$ cat config.mk
export PLATFORM = sky130hd
export DESIGN_NAME = stepper_count_ramp_config
export DESIGN_NICKNAME = d
export VERILOG_FILES = /design/src/stepper_cfg_pkg.sv /design/src/stepper_count_ramp_config.sv
export SDC_FILE = /design/constraint.sdc
export NUM_CORES = 2
export LEC_CHECK = 0
export ABC_AREA = 1
export BUFFER_PORTS_ARGS = -buffer_cell sky130_fd_sc_hd__buf_2
export CAP_MARGIN = 20
export CORE_UTILIZATION = 55
export DETAILED_ROUTE_END_ITERATION = 7
export PLACE_DENSITY_LB_ADDON = 0.05
export SETUP_SLACK_MARGIN = 0.3
export SYNTH_ARGS = -nofsm -noshare
export SYNTH_HDL_FRONTEND = slang
export SYNTH_SLANG_ARGS = --single-unit
$ cat constraint.sdc
create_clock -name sys_clk -period 7.2 [get_ports sys_clk]
set_clock_uncertainty 0.2 [all_clocks]
set_input_delay 1.08 -clock sys_clk [delete_from_list [all_inputs] [get_ports sys_clk]]
set_output_delay 1.08 -clock sys_clk [all_outputs]
set_load 0.005 [all_outputs]
$ cat src/stepper_cfg_pkg.sv
package stepper_cfg_pkg;

   // -----------------------------------------------------------------
   // Register offsets (byte-wide registers)
   // -----------------------------------------------------------------
   localparam logic [7:0] OFS_CCW_PW_LO  = 8'h18;
   localparam logic [7:0] OFS_CCW_PW_HI  = 8'h19;
   localparam logic [7:0] OFS_CW_SC_LO   = 8'h1a;
   localparam logic [7:0] OFS_CW_SC_HI   = 8'h1b;
   localparam logic [7:0] OFS_CCW_SC_LO  = 8'h1c;
   localparam logic [7:0] OFS_CCW_SC_HI  = 8'h1d;
   localparam logic [7:0] OFS_CW_RC_LO   = 8'h1e;
   localparam logic [7:0] OFS_CW_RC_HI   = 8'h1f;
   localparam logic [7:0] OFS_CCW_RC_LO  = 8'h20;
   localparam logic [7:0] OFS_CCW_RC_HI  = 8'h21;
   localparam logic [7:0] OFS_OVR_IRQ0   = 8'h22;
   localparam logic [7:0] OFS_OVR_IRQ1   = 8'h23;
   localparam logic [7:0] OFS_RAMP_CTRL  = 8'h24;

   // -----------------------------------------------------------------
   // Reset values
   // -----------------------------------------------------------------
   localparam logic [7:0] RST_BYTE       = 8'h00;
   localparam logic [5:0] RST_RAMP_CTRL  = 6'h00;

   // -----------------------------------------------------------------
   // Field positions
   // -----------------------------------------------------------------
   localparam int PW_RANGE_HI    = 15;  // Range selector top bit
   localparam int PW_RANGE_LO    = 13;  // Range selector bottom bit
   localparam int PW_MANT_W      = 13;  // Mantissa width
   localparam int RAMP_UP_BIT    = 5;   // Accelerate on start
   localparam int RAMP_DOWN_BIT  = 4;   // Decelerate on stop
   localparam int RAMP_FACT_W    = 4;   // Ramp factor field width
   localparam int ACT_ENABLE_BIT = 0;   // Interrupt motor control on
   localparam int ACT_UNIT_BIT   = 4;   // Extra count in rotations

   localparam logic [3:0] RAMP_FACT_MAX = 4'hd;  // Highest legal code

   // -----------------------------------------------------------------
   // Timing
   // -----------------------------------------------------------------
   localparam int SYS_CLK_HZ     = 50_000_000;
   localparam int BASE_CLK_HZ    = 1_000_000;  // Nominal time base
   localparam int TICK_DIV       = SYS_CLK_HZ / BASE_CLK_HZ;
   localparam int MIN_STEP_US    = 3;          // Smallest pulse step
   localparam int MIN_STEP_TICKS = MIN_STEP_US * BASE_CLK_HZ / 1_000_000;
   localparam int MAX_UNITS      = 8192;       // Mantissa + 1 at top

   // Motion sequencer states
   typedef enum logic [1:0] {
      ST_IDLE,
      ST_RAMP_UP,
      ST_CRUISE,
      ST_RAMP_DOWN
   } motion_state_t;

endpackage

$ cat src/stepper_count_ramp_config.sv
`timescale 1ns/1ps
// Functional notes
// RULE1: Pulse width: bits 15-13 range, 12-0 mantissa
// RULE2: Minimum step is 3 us times 2^D
// RULE3: All ranges timed from 1 MHz base
// RULE4: Final width is minimum step times mantissa+1
// RULE5: Ramps start and end at range maximum
// RULE6: CCW pulse width at 18h/19h, reset zero
// RULE7: CW step count at 1Ah/1Bh, reset zero
// RULE8: CCW step count at 1Ch/1Dh, reset zero
// RULE9: CW rotation count at 1Eh/1Fh, reset zero
// RULE10: CCW rotation count at 20h/21h, reset zero
// RULE11: Extra count ignored unless both enables set
// RULE12: Interrupt overdrives by extra count, same direction
// RULE13: Zero extra count means no extra motion
// RULE14: Setup bit 4 selects steps or rotations
// RULE15: Ramp control bits 5 up, 4 down
// RULE16: Ramp factor code D multiplies by 2^D
// RULE17: Ramp step is minimum step times factor
// RULE18: Ramp-up shrinks width down to programmed width
// RULE19: Ramp-down grows width up to range maximum
// RULE20: CW pulse width at 16h/17h, same encoding
// RULE21: Software loads nonzero steps-per-rev before rotations
// RULE22: Parameters are unsigned, low byte at even address
module stepper_count_ramp_config
   import stepper_cfg_pkg::*;
#(
   parameter int TICK_DIV_P = TICK_DIV   // System clocks per 1 us tick
)(
   // Clock and reset
   input  wire logic        sys_clk,
   input  wire logic        srst,
   // Register port
   input  wire logic [7:0]  reg_addr,
   input  wire logic [7:0]  reg_wdata,
   input  wire logic        reg_we,
   output logic      [7:0]  reg_rdata,
   // Settings held elsewhere in the device
   input  wire logic [15:0] cw_pulse_width,
   input  wire logic [15:0] steps_per_rev,
   input  wire logic [7:0]  interrupt_action_setup,
   input  wire logic [1:0]  interrupt_overrun_enable,
   // Motion commands and interrupt events
   input  wire logic        motion_start,
   input  wire logic        motion_ccw,
   input  wire logic        motion_stop,
   input  wire logic        pin0_interrupt,
   input  wire logic        pin1_interrupt,
   // Motion outputs
   output logic             step_pulse,
   output logic             motion_busy,
   output logic             motion_dir_ccw,
   output logic [13:0]      step_width_units
);

   // Divider must fit its 8-bit counter and leave a gap between ticks
   if (TICK_DIV_P < 2 || TICK_DIV_P > 255) begin : g_bad_div
      $error("TICK_DIV_P out of range");
   end

   // ----------------------------------------------------------------
   // Register storage
   // ----------------------------------------------------------------
   logic [15:0] ccw_pw;        // CCW pulse width
   logic [15:0] cw_steps;      // CW step count
   logic [15:0] ccw_steps;     // CCW step count
   logic [15:0] cw_rots;       // CW rotation count
   logic [15:0] ccw_rots;      // CCW rotation count
   logic [7:0]  ovr_cnt [2];   // Extra counts per interrupt
   logic [5:0]  ramp_ctrl;     // Ramp enables and factor

   // Byte write into a 16-bit pair: even address is the low byte [RULE22]
   function automatic logic [15:0] pair_wr(input logic [15:0] cur,
                                           input logic [7:0]  lo_ofs,
                                           input logic [7:0]  a,
                                           input logic [7:0]  d);
      logic [15:0] r;
      r = cur;
      if (a == lo_ofs)
         r[7:0] = d;
      else if (a == lo_ofs + 8'h01)
         r[15:8] = d;
      return r;
   endfunction

   // Write decode
   wire [15:0] next_ccw_pw    = pair_wr(ccw_pw, OFS_CCW_PW_LO,
                                        reg_addr, reg_wdata); // [RULE6]
   wire [15:0] next_cw_steps  = pair_wr(cw_steps, OFS_CW_SC_LO,
                                        reg_addr, reg_wdata); // [RULE7]
   wire [15:0] next_ccw_steps = pair_wr(ccw_steps, OFS_CCW_SC_LO,
                                        reg_addr, reg_wdata); // [RULE8]
   wire [15:0] next_cw_rots   = pair_wr(cw_rots, OFS_CW_RC_LO,
                                        reg_addr, reg_wdata); // [RULE9]
   wire [15:0] next_ccw_rots  = pair_wr(ccw_rots, OFS_CCW_RC_LO,
                                        reg_addr, reg_wdata); // [RULE10]

   // Register writes, all fields clear on reset
   always_ff @(posedge sys_clk) begin
      if (srst) begin
         ccw_pw    <= {RST_BYTE, RST_BYTE};
         cw_steps  <= {RST_BYTE, RST_BYTE};
         ccw_steps <= {RST_BYTE, RST_BYTE};
         cw_rots   <= {RST_BYTE, RST_BYTE};
         ccw_rots  <= {RST_BYTE, RST_BYTE};
         ovr_cnt   <= '{RST_BYTE, RST_BYTE};
         ramp_ctrl <= RST_RAMP_CTRL;                   // [RULE15]
      end else if (reg_we) begin
         ccw_pw    <= next_ccw_pw;
         cw_steps  <= next_cw_steps;
         ccw_steps <= next_ccw_steps;
         cw_rots   <= next_cw_rots;
         ccw_rots  <= next_ccw_rots;
         if (reg_addr == OFS_OVR_IRQ0)
            ovr_cnt[0] <= reg_wdata;
         if (reg_addr == OFS_OVR_IRQ1)
            ovr_cnt[1] <= reg_wdata;
         if (reg_addr == OFS_RAMP_CTRL)
            ramp_ctrl <= reg_wdata[5:0];               // Bits 7:6 read 0
      end
   end

   // Read mux; unmapped offsets read as zero
   logic [7:0] next_rdata;
   always_comb begin
      case (reg_addr)
         OFS_CCW_PW_LO: next_rdata = ccw_pw[7:0];
         OFS_CCW_PW_HI: next_rdata = ccw_pw[15:8];
         OFS_CW_SC_LO:  next_rdata = cw_steps[7:0];
         OFS_CW_SC_HI:  next_rdata = cw_steps[15:8];
         OFS_CCW_SC_LO: next_rdata = ccw_steps[7:0];
         OFS_CCW_SC_HI: next_rdata = ccw_steps[15:8];
         OFS_CW_RC_LO:  next_rdata = cw_rots[7:0];
         OFS_CW_RC_HI:  next_rdata = cw_rots[15:8];
         OFS_CCW_RC_LO: next_rdata = ccw_rots[7:0];
         OFS_CCW_RC_HI: next_rdata = ccw_rots[15:8];
         OFS_OVR_IRQ0:  next_rdata = ovr_cnt[0];
         OFS_OVR_IRQ1:  next_rdata = ovr_cnt[1];
         OFS_RAMP_CTRL: next_rdata = {2'b00, ramp_ctrl};
         default:       next_rdata = 8'h00;
      endcase
   end

   // Registered read data
   always_ff @(posedge sys_clk) begin
      if (srst)
         reg_rdata <= 8'h00;
      else
         reg_rdata <= next_rdata;
   end

   // ----------------------------------------------------------------
   // Pulse-width decode for the active direction
   // ----------------------------------------------------------------
   logic          dir_ccw;       // Direction of the running move
   motion_state_t state;         // Sequencer state

   wire [15:0] act_pw   = dir_ccw ? ccw_pw : cw_pulse_width; // [RULE20]
   wire [2:0]  range_d  = act_pw[PW_RANGE_HI:PW_RANGE_LO];   // [RULE1]
   wire [12:0] mantissa = act_pw[PW_MANT_W-1:0];             // [RULE1]
   // Programmed width in minimum-step units
   wire [13:0] target_units = {1'b0, mantissa} + 14'd1;      // [RULE4]
   // Base ticks per minimum step: 3 shifted by the range
   wire [9:0]  unit_ticks = 10'(MIN_STEP_TICKS) << range_d;  // [RULE2]

   // Ramp increment in units: 2^factor, reserved codes clamp
   wire [3:0]  fact_code = (ramp_ctrl[3:0] > RAMP_FACT_MAX) ?
                           RAMP_FACT_MAX : ramp_ctrl[3:0];
   wire [14:0] ramp_inc  = 15'd1 << fact_code;               // [RULE16]

   // ----------------------------------------------------------------
   // 1 MHz base tick from the system clock
   // ----------------------------------------------------------------
   logic [7:0] tick_cnt;   // System clock divider
   logic       tick_en;    // One cycle per microsecond

   always_ff @(posedge sys_clk) begin
      if (srst) begin
         tick_cnt <= 8'h00;
         tick_en  <= 1'b0;
      end else if (tick_cnt == 8'(TICK_DIV_P - 1)) begin
         tick_cnt <= 8'h00;
         tick_en  <= 1'b1;                                   // [RULE3]
      end else begin
         tick_cnt <= tick_cnt + 8'h01;
         tick_en  <= 1'b0;
      end
   end

   // ----------------------------------------------------------------
   // Step timing: ticks make units, units make a step
   // ----------------------------------------------------------------
   logic [9:0]  unit_cnt;    // Ticks within one minimum step
   logic [13:0] width_cnt;   // Units within one step
   logic [13:0] cur_units;   // Present step width in units
   logic [32:0] remaining;   // Steps still to run

   wire running   = (state != ST_IDLE);
   wire unit_done = running && tick_en && (unit_cnt >= unit_ticks - 10'd1);
   wire step_done = unit_done && (width_cnt >= cur_units - 14'd1);

   // Step timing counters
   always_ff @(posedge sys_clk) begin
      if (srst || !running) begin
         unit_cnt  <= 10'h000;
         width_cnt <= 14'h0000;
      end else if (unit_done) begin
         unit_cnt  <= 10'h000;
         width_cnt <= step_done ? 14'h0000 : width_cnt + 14'h0001;
      end else if (tick_en) begin
         unit_cnt  <= unit_cnt + 10'h001;
      end
   end

   // ----------------------------------------------------------------
   // Move length and extra-count decode
   // ----------------------------------------------------------------
   wire [15:0] sel_steps = motion_ccw ? ccw_steps : cw_steps;
   wire [15:0] sel_rots  = motion_ccw ? ccw_rots : cw_rots;
   // Rotations need steps-per-rev loaded by software
   wire [31:0] rot_steps = sel_rots * steps_per_rev;         // [RULE21]
   wire [32:0] move_len  = {17'h00000, sel_steps} + {1'b0, rot_steps};

   // Interrupt acceptance; both enables must be on
   wire act_on  = interrupt_action_setup[ACT_ENABLE_BIT];
   wire irq0_ok = pin0_interrupt && act_on
                  && interrupt_overrun_enable[0]
                  && (ovr_cnt[0] != 8'h00);          // [RULE11] [RULE13]
   wire irq1_ok = pin1_interrupt && act_on
                  && interrupt_overrun_enable[1]
                  && (ovr_cnt[1] != 8'h00);          // [RULE11] [RULE13]
   wire [7:0]  extra_raw = irq0_ok ? ovr_cnt[0] : ovr_cnt[1];
   wire [31:0] extra_rot = {24'h000000, extra_raw} * {16'h0000, steps_per_rev};
   wire [32:0] extra_len = interrupt_action_setup[ACT_UNIT_BIT] ?
                           {1'b0, extra_rot} :
                           {25'h0000000, extra_raw};         // [RULE14]
   wire extra_hit = running && (irq0_ok || irq1_ok);

   // Ramp width arithmetic with clamping
   wire [14:0] dn_width = {1'b0, cur_units} - ramp_inc;
   wire [14:0] up_width = {1'b0, cur_units} + ramp_inc;
   wire dn_reach = (ramp_inc >= {1'b0, cur_units})
                   || (dn_width <= {1'b0, target_units});
   wire up_reach = (up_width >= 15'(MAX_UNITS));
   wire last_step = (remaining <= 33'd1);
   wire ramp_dn_en = ramp_ctrl[RAMP_DOWN_BIT];
   wire ramp_up_en = ramp_ctrl[RAMP_UP_BIT];

   // ----------------------------------------------------------------
   // Motion sequencer
   // ----------------------------------------------------------------
   always_ff @(posedge sys_clk) begin
      if (srst) begin
         state     <= ST_IDLE;
         dir_ccw   <= 1'b0;
         cur_units <= 14'(MAX_UNITS);
         remaining <= 33'h0;
      end else begin
         case (state)
            // Wait for a start with a non-empty move
            ST_IDLE: begin
               if (motion_start && move_len != 33'h0) begin
                  dir_ccw   <= motion_ccw;
                  remaining <= move_len;
                  if (ramp_up_en) begin
                     cur_units <= 14'(MAX_UNITS);            // [RULE5]
                     state     <= ST_RAMP_UP;                // [RULE15]
                  end else begin
                     cur_units <= 14'(MAX_UNITS);
                     state     <= ST_CRUISE;
                  end
               end
            end
            // Accelerate toward, then run at, the programmed width
            ST_RAMP_UP, ST_CRUISE: begin
               if (state == ST_CRUISE)
                  cur_units <= target_units;                 // [RULE4]
               if (motion_stop) begin
                  state <= ramp_dn_en ? ST_RAMP_DOWN : ST_IDLE;
               end else if (extra_hit) begin
                  remaining <= extra_len;                    // [RULE12]
               end else if (step_done) begin
                  remaining <= remaining - 33'd1;
                  if (state == ST_RAMP_UP) begin
                     if (dn_reach) begin
                        cur_units <= target_units;           // [RULE18]
                        state     <= ST_CRUISE;
                     end else begin
                        cur_units <= dn_width[13:0];         // [RULE17]
                     end
                  end
                  if (last_step)
                     state <= ramp_dn_en ? ST_RAMP_DOWN : ST_IDLE;
               end
            end
            // Decelerate up to the range maximum, then stop
            ST_RAMP_DOWN: begin
               if (step_done) begin
                  if (up_reach) begin
                     cur_units <= 14'(MAX_UNITS);            // [RULE5]
                     state     <= ST_IDLE;
                  end else begin
                     cur_units <= up_width[13:0];            // [RULE19]
                  end
               end
            end
            default: state <= ST_IDLE;
         endcase
      end
   end

   // Registered motion outputs
   always_ff @(posedge sys_clk) begin
      if (srst) begin
         step_pulse       <= 1'b0;
         motion_busy      <= 1'b0;
         motion_dir_ccw   <= 1'b0;
         step_width_units <= 14'h0000;
      end else begin
         step_pulse       <= step_done;
         motion_busy      <= running;
         motion_dir_ccw   <= dir_ccw;
         step_width_units <= cur_units;
      end
   end

   // ----------------------------------------------------------------
   // Checks
   // ----------------------------------------------------------------
   a_tick_spacing: assert property (@(posedge sys_clk) disable iff (srst)
      tick_en |=> !tick_en [*1])                             // [RULE3]
      else $error("base tick not spaced");

   a_unit_length: assert property (@(posedge sys_clk) disable iff (srst)
      unit_ticks == (10'd3 << range_d))                      // [RULE2]
      else $error("minimum step length wrong");

   a_field_split: assert property (@(posedge sys_clk) disable iff (srst)
      target_units == {1'b0, act_pw[12:0]} + 14'd1)          // [RULE1]
      else $error("mantissa split wrong");

   a_ramp_start: assert property (@(posedge sys_clk) disable iff (srst)
      (state == ST_IDLE && motion_start && move_len != 33'h0
       && ramp_up_en) |=> (state == ST_RAMP_UP
       && cur_units == 14'(MAX_UNITS)))                      // [RULE5]
      else $error("ramp-up not at range maximum");

   a_ramp_floor: assert property (@(posedge sys_clk) disable iff (srst)
      (state == ST_RAMP_UP) |-> (cur_units >= target_units)) // [RULE18]
      else $error("ramp-up passed programmed width");

   a_ramp_step: assert property (@(posedge sys_clk) disable iff (srst)
      (state == ST_RAMP_UP && step_done && !motion_stop && !extra_hit
       && !dn_reach && !last_step)
      |=> cur_units == $past(cur_units) - $past(ramp_inc[13:0])) // [RULE17]
      else $error("ramp step size wrong");

   a_down_ceiling: assert property (@(posedge sys_clk) disable iff (srst)
      (state == ST_RAMP_DOWN && step_done && up_reach)
      |=> (state == ST_IDLE && cur_units == 14'(MAX_UNITS))) // [RULE19]
      else $error("ramp-down end wrong");

   a_extra_ignored: assert property (@(posedge sys_clk) disable iff (srst)
      (running && pin0_interrupt && !pin1_interrupt && !act_on)
      |-> !extra_hit)                                        // [RULE11]
      else $error("extra count taken while disabled");

   a_extra_zero: assert property (@(posedge sys_clk) disable iff (srst)
      (pin0_interrupt && ovr_cnt[0] == 8'h00 && !pin1_interrupt)
      |-> !extra_hit)                                        // [RULE13]
      else $error("zero extra count caused motion");

   a_extra_load: assert property (@(posedge sys_clk) disable iff (srst)
      (extra_hit && !motion_stop && state != ST_RAMP_DOWN)
      |=> (remaining == $past(extra_len)
           && dir_ccw == $past(dir_ccw)))                    // [RULE12]
      else $error("extra count not loaded");

   a_extra_units: assert property (@(posedge sys_clk) disable iff (srst)
      (irq0_ok && interrupt_action_setup[ACT_UNIT_BIT] == 1'b0)
      |-> extra_len == {25'h0000000, ovr_cnt[0]})            // [RULE14]
      else $error("extra steps misread");

   a_reg_reset: assert property (@(posedge sys_clk)
      srst |=> (ccw_pw == 16'h0000 && cw_steps == 16'h0000
       && ramp_ctrl == 6'h00))                        // [RULE6] [RULE15]
      else $error("register not cleared by reset");

   a_pair_write: assert property (@(posedge sys_clk) disable iff (srst)
      (reg_we && reg_addr == OFS_CW_SC_HI)
      |=> cw_steps == {$past(reg_wdata), $past(cw_steps[7:0])}) // [RULE22]
      else $error("high byte write wrong");

endmodule

Yosys cells after proc, flatten, opt, wreduce, memory -nomap -nowiden
Cells that the tools add are included.
Cells by class
  add/sub/neg operators: 10
  $mul: 2
  order comparisons: 7
  equal/unequal tests: 26
  shifts and indexed selects: 2
  muxes and demuxes: 36
  bitwise logic cells: 5
  reduce and logical (&&, ||, !) cells: 41
Operator list (count)
  14-bit 2-to-1 mux: 10
  33-bit 2-to-1 mux: 4
  8-bit one-hot mux with 13 select lines: 1
  33-bit one-hot mux with 2 select lines: 1
  8-bit by 5-bit == test with 1-bit output, second input constant: 8
  8-bit by 6-bit == test with 1-bit output, second input constant: 6
  16-bit 2-to-1 mux: 3
  14-bit one-hot mux with 3 select lines: 1
  16-bit by 32-bit adder with 33-bit output: 1
  33-bit by 1-bit <= comparator with 1-bit output, second input constant: 1
  33-bit nonzero test: 1
  33-bit by 1-bit subtractor with 33-bit output, second input constant: 1
  16-bit by 16-bit multiplier with 32-bit output: 1
  8-bit by 16-bit multiplier with 24-bit output: 1
  24-bit 2-to-1 mux: 1
  2-bit 2-to-1 mux: 11
  2-bit AND reduction: 10
  8-bit nonzero test: 2
  14-bit by 15-bit adder with 15-bit output: 1
  15-bit by 14-bit >= comparator with 1-bit output: 1
  15-bit by 14-bit >= comparator with 1-bit output, second input constant: 1
  15-bit by 14-bit <= comparator with 1-bit output: 1
  3-bit AND reduction: 5
  1-bit by 4-bit << shifter with 15-bit output, first input constant: 1
  other kinds (29): 55
Word-level totals
  bits in registers: 210
  bits of input ports: 66

Depth between registers and ports, before layout
  depth in word-level cells: 13
  gate-level depth with buffers: 41

Worst setup path after synthesis
Ideal clock, no wire load.
  path kind: input to register
  from: in motion_ccw
  to: reg remaining[0]
  arrival time: 6998 ps
  slack: -111 ps
  stages on the path: 36
  buffers on the path: 3
  cell sequence: clkinv_1 clkbuf_1 nand2_1 nand2_1 clkinv_1 nand2_1 fa_1 fa_1 fa_1 inv_1 fa_1 fa_1 inv_1 fa_1 inv_1 ha_1 nand2_1 inv_1 a21oi_1 nor2_1 nor2_1 nand2_1 nand2_1 nand3b_1 nand2_1 nand3_1 nor2_1 nand3_2 nand2_2 nand2_4 nand2_4 buf_8 buf_6 nand2_1 nand2_1 nor2_1
On the way
  cells in the longest elaborated chain, start to end: 7
Ends and longest elaborated chain
  from (decl): line stepper_count_ramp_config.sv:45  | input wire logic motion_ccw,
  16-bit 2-to-1 mux: line stepper_count_ramp_config.sv:219  | wire [15:0] sel_rots = motion_ccw ? ccw_rots : cw_rots;
  16-bit by 16-bit multiplier with 32-bit output: line stepper_count_ramp_config.sv:221  | wire [31:0] rot_steps = sel_rots * steps_per_rev;
  16-bit by 32-bit adder with 33-bit output (*): line stepper_count_ramp_config.sv:222  | wire [32:0] move_len = {17'h00000, sel_steps} + {1'b0, rot_steps};
  33-bit nonzero test: line stepper_count_ramp_config.sv:262  | if (motion_start && move_len != 33'h0) begin
  1-bit logical AND: line stepper_count_ramp_config.sv:262
  2-bit != test (no source line)
  4-bit AND reduction (no source line)
  to (signal assigned): line stepper_count_ramp_config.sv:264  | remaining <= move_len;
  to (signal assigned): line stepper_count_ramp_config.sv:281  | remaining <= extra_len;
  to (signal assigned): line stepper_count_ramp_config.sv:283  | remaining <= remaining - 33'd1;
  to (decl): line stepper_count_ramp_config.sv:196  | logic [32:0] remaining;
Mark *: on every way between the ends. The rest lies on a longest branch, timed or not. The select of a mux whose other input is x is not followed.
A chain may end at the register's enable or synchronous reset.

Worst setup path in the final report
  from: in motion_ccw
  to: reg remaining[24]
The elaborated chain is that of the path after synthesis.

==> impl_metrics.tcl <==
set metrics [dict create \
    status "completed" \
    critPathKind "in -> reg" \
    drv_slew 0 \
    grtUsageTotal_pct 34.5 \
    fin_nets 4791 \
    synthSimpleGateAreaFrac_pct 23.7 \
    hold_slack_ps 271 \
    crit_path_frequent_cell "fa_1" \
    wl_um 87100 \
    drive_gt1_share_pct 15.7 \
    die_y_um 225 \
    antenna_found_initial 1 \
    critPathArrivalTime_ps 7380 \
    cts_tree "yes" \
    synth_cells 3948 \
    drc 0 \
    synth_compound_area_share_pct 12.7 \
    dieArea_mm2 0.0505 \
    ys_warn_count 0 \
    yosysUniqueCellTypes 59 \
    path_clk_slew_ps 60 \
    cellPowerDensity_mw_per_mm2 367 \
    htree_num_levels 1 \
    synth-adder-area-share_pct 32.6 \
    cts_buffers 25 \
    area_growth_pct 18.3 \
    avgViaCountPerCell 5.38 \
    fillerInstances 4454 \
    cp_slowest_cell "fa_1" \
    synth-edff-count 0 \
    end_kind "flop" \
    crit_required_ps 7450 \
    cpPeakStageDelay_ps 530 \
    dpl.hpwl_um 70200 \
    die_w_um 225 \
    ys_ff_latch 210 \
    clock-sinks 210 \
    vias 26200 \
    period_needed_ps 7130 \
    grt_pass1_vias 24900 \
    firstDrtPassIters 6 \
    instances_no_fill 4874 \
    worstHoldPathType "reg -> reg" \
    gp_congestion 0.984 \
    period_share_pct 99.0 \
    ff2ff_path_depth 35 \
    postSynth.asyncResetShare_pct 0 \
    syn_area_per_cell_um2 6.91 \
    vdd_drop_max_mv 0.429 \
    fin_tns_setup_ps 0 \
    regArea_mm2 0.00420 \
    worstSkewPairLatency_ps 560 \
    initial_utilization_pct 55.7 \
    p_leak_nw 16.2 \
    hold_viol 0 \
    drv_cap 0 \
    worst_pin_slew_ps 1000 \
    synthXorXnorAreaFrac_pct 2.98 \
    postRouteAntennaNets 0 \
    port_buffers 84 \
    whs_path_depth 2 \
    yosysSeqAreaShare_pct 15.4 \
    synth_nets 4547 \
    muxShareOfSynthArea_pct 0 \
    path_max_fanout 6 \
    clock-root-buffer "clkbuf_16" \
    fmax_mhz 140 \
    rsz0062_at_grt "true" \
    start_kind "primary input" \
    gr-total-overflow 0 \
    grt_first_pass_wirelength_um 136000 \
    setup_viol 0 \
    synth_top_family_by_area "adder cells" \
    synthesis.area_mm2 0.0273 \
    rows 81 \
    core_mm2 0.0490 \
    multiInputGateArea_mm2 0.0207 \
    first_iter_violations 2266 \
    wl_per_cell_um 17.9 \
    slew_headroom_pct 33.1 \
    synth_ff_type "dfxtp_1" \
    num_antenna_cells 0 \
    top_level_ports 91 \
    dp.cells 4796 \
    clockBufferDepth 3 \
    grt_max_degree 124 \
]
## layer usage
| layer | up-vias | global-route usage, % | wire length (µm) |
|---|---|---|---|
| met2 | 1022 | 52.3 | 37400 |
| met3 | 152 | 6.32 | 7500 |
| li1 | 12800 | - | - |
| met4 | 2 | 10.8 | 2970 |
| met5 | - | 0 | 12 |
| met1 | 12300 | 49.8 | 39200 |
## critical path: cells and delay by family
| family | cells | cell delay, ps |
|---|---|---|
| xor gates and xnor gates | 1 | 220 |
| and+or+nand+nor | 17 | 1670 |
| adders and majority gates | 7 | 3260 |
| buffers and inverters | 11 | 1130 |
## stage by stage
stage / setup WS (ps) / total power, mW / util, % / area [µm²]
detailed placement: -732 / 9.21 / 61.5 / 30100
finish: 69.1 / 11.8 / 65.9 / 32200
global placement: -715 / 9.19 / 61.5 / 30100
floorplan: 303 / 6.29 / - / 27600
CTS: 135 / 10.7 / 63.8 / 31200
global route: -186 / 12.8 / 65.9 / 32200
## Yosys cell counts (3+ instances only)
master	n	share of area [%]
o221ai_1	3	0.096
nand4_1	35	0.80
a21o_1	5	0.14
o21ai_0	225	4.1
a221oi_1	16	0.51
dfxtp_1	210	15
a22oi_1	3	0.083
nor3_1	30	0.55
o22ai_1	40	0.92
o21a_1	6	0.17
inv_1	739	10
nand3_2	5	0.18
xor2_1	68	2.2
xnor2_1	21	0.67
o31ai_1	5	0.14
a41oi_1	6	0.19
nor2_1	492	6.8
o211ai_1	13	0.36
nand2_1	854	12
ha_1	236	11
o21bai_1	7	0.19
a21boi_0	3	0.083
buf_4	3	0.083
or2_2	6	0.14
clkinv_1	18	0.25
inv_2	5	0.069
fa_1	297	22
buf_1	11	0.15
clkbuf_1	104	1.4
o2111ai_1	4	0.13
nand3_1	121	2.2
nor4_1	20	0.46
a21oi_1	250	4.6
nand2_2	7	0.16
buf_2	13	0.24
a31oi_1	8	0.18
nor3b_1	4	0.11
nand3b_1	9	0.25
a211oi_1	11	0.30
o21ai_1	11	0.20
## where the power goes
part / internal (mW) / leakage [nW] / total, mW / switching [mW]
combinational: 3.81 / 14.1 / 9.18 / 5.37
sequential: 1.27 / 1.70 / 1.40 / 0.129
clock: 0.722 / 0.386 / 1.25 / 0.529
## state kept, by name (all words and copies together), names as in the netlist, 2 cells and up
name,count
ccw_steps,16
ccw_rots,16
ccw_pw,16
ovr_cnt,16
width_cnt,14
reg_rdata,8
unit_cnt,10
cur_units,14
remaining,33
state,2
step_width_units,14
ramp_ctrl,6
tick_cnt,8
cw_rots,16
cw_steps,16
## repair_timing
item	in CTS	in global routing
hold buffers	0	0
resized for setup	63	213
setup buffers	6	17
pin swaps	31	81
gates cloned	3	5
setup endpoints to repair	50	50
## logic make-up (layout without fill, tap and decap cells)
kind of cell | Yosys count | count (layout)
DFF | 210 | 210
AOI/OAI and AO/OA | 622 | 622
and+or+nand+nor | 1593 | 1593
adders and majority gates | 533 | 533
buffers and inverters | 898 | 1160
xor gates and xnor gates | 91 | 91
other | 1 | 1
## layout by cell type (no fill, tap or decap), types with 7 or more instances in the layout
cell | synthesis | layout
a211oi_1 | 11 | 11
inv_1 | 739 | 712
nand3_2 | 5 | 14
o22ai_1 | 40 | 40
nor4_1 | 20 | 18
buf_4 | 3 | 230
nor2_2 | 1 | 29
clkbuf_16 | 0 | 29
buf_6 | 2 | 19
ha_1 | 236 | 224
buf_12 | 0 | 12
a31oi_1 | 8 | 8
nor2_4 | 0 | 17
fa_1 | 297 | 290
ha_4 | 0 | 11
nor3_1 | 30 | 28
o21bai_1 | 7 | 7
nand3b_1 | 9 | 9
nor2_1 | 492 | 447
dfxtp_1 | 210 | 210
xnor2_1 | 21 | 21
clkinv_1 | 18 | 10
a221oi_1 | 16 | 16
o211ai_1 | 13 | 13
nand2_1 | 854 | 756
inv_2 | 5 | 25
fa_2 | 0 | 7
a21oi_1 | 250 | 235
a21oi_2 | 1 | 10
o21ai_1 | 11 | 14
nand2_4 | 2 | 31
buf_2 | 13 | 83
o21ai_0 | 225 | 219
nand4_1 | 35 | 35
nand2_2 | 7 | 72
clkbuf_1 | 104 | 8
nand3_1 | 121 | 110
xor2_1 | 68 | 66
## final cells by class
| type | count | area share (%) |
|---|---|---|
| Clock buffer | 37 | 2.20 |
| Clock inverter | 8 | 0.275 |
| Inverter | 762 | 9.12 |
| Multi-Input combinational cell | 2840 | 64.1 |
| Sequential cell | 210 | 13.0 |
| Tap cell | 664 | 2.58 |
| Timing Repair Buffer | 352 | 8.66 |
| Timing Repair inverter | 1 | 0.0272 |
## worst paths after layout
path | end | slack (ps) | start
min reg2reg | cw_steps[6] | 270 | cw_steps[6]
max reg2reg | remaining[24] | 410 | cw_rots[6]
min | cw_steps[6] | 270 | cw_steps[6]
max | remaining[24] | 70 | motion_ccw
(Power assumes the default switching activity.)
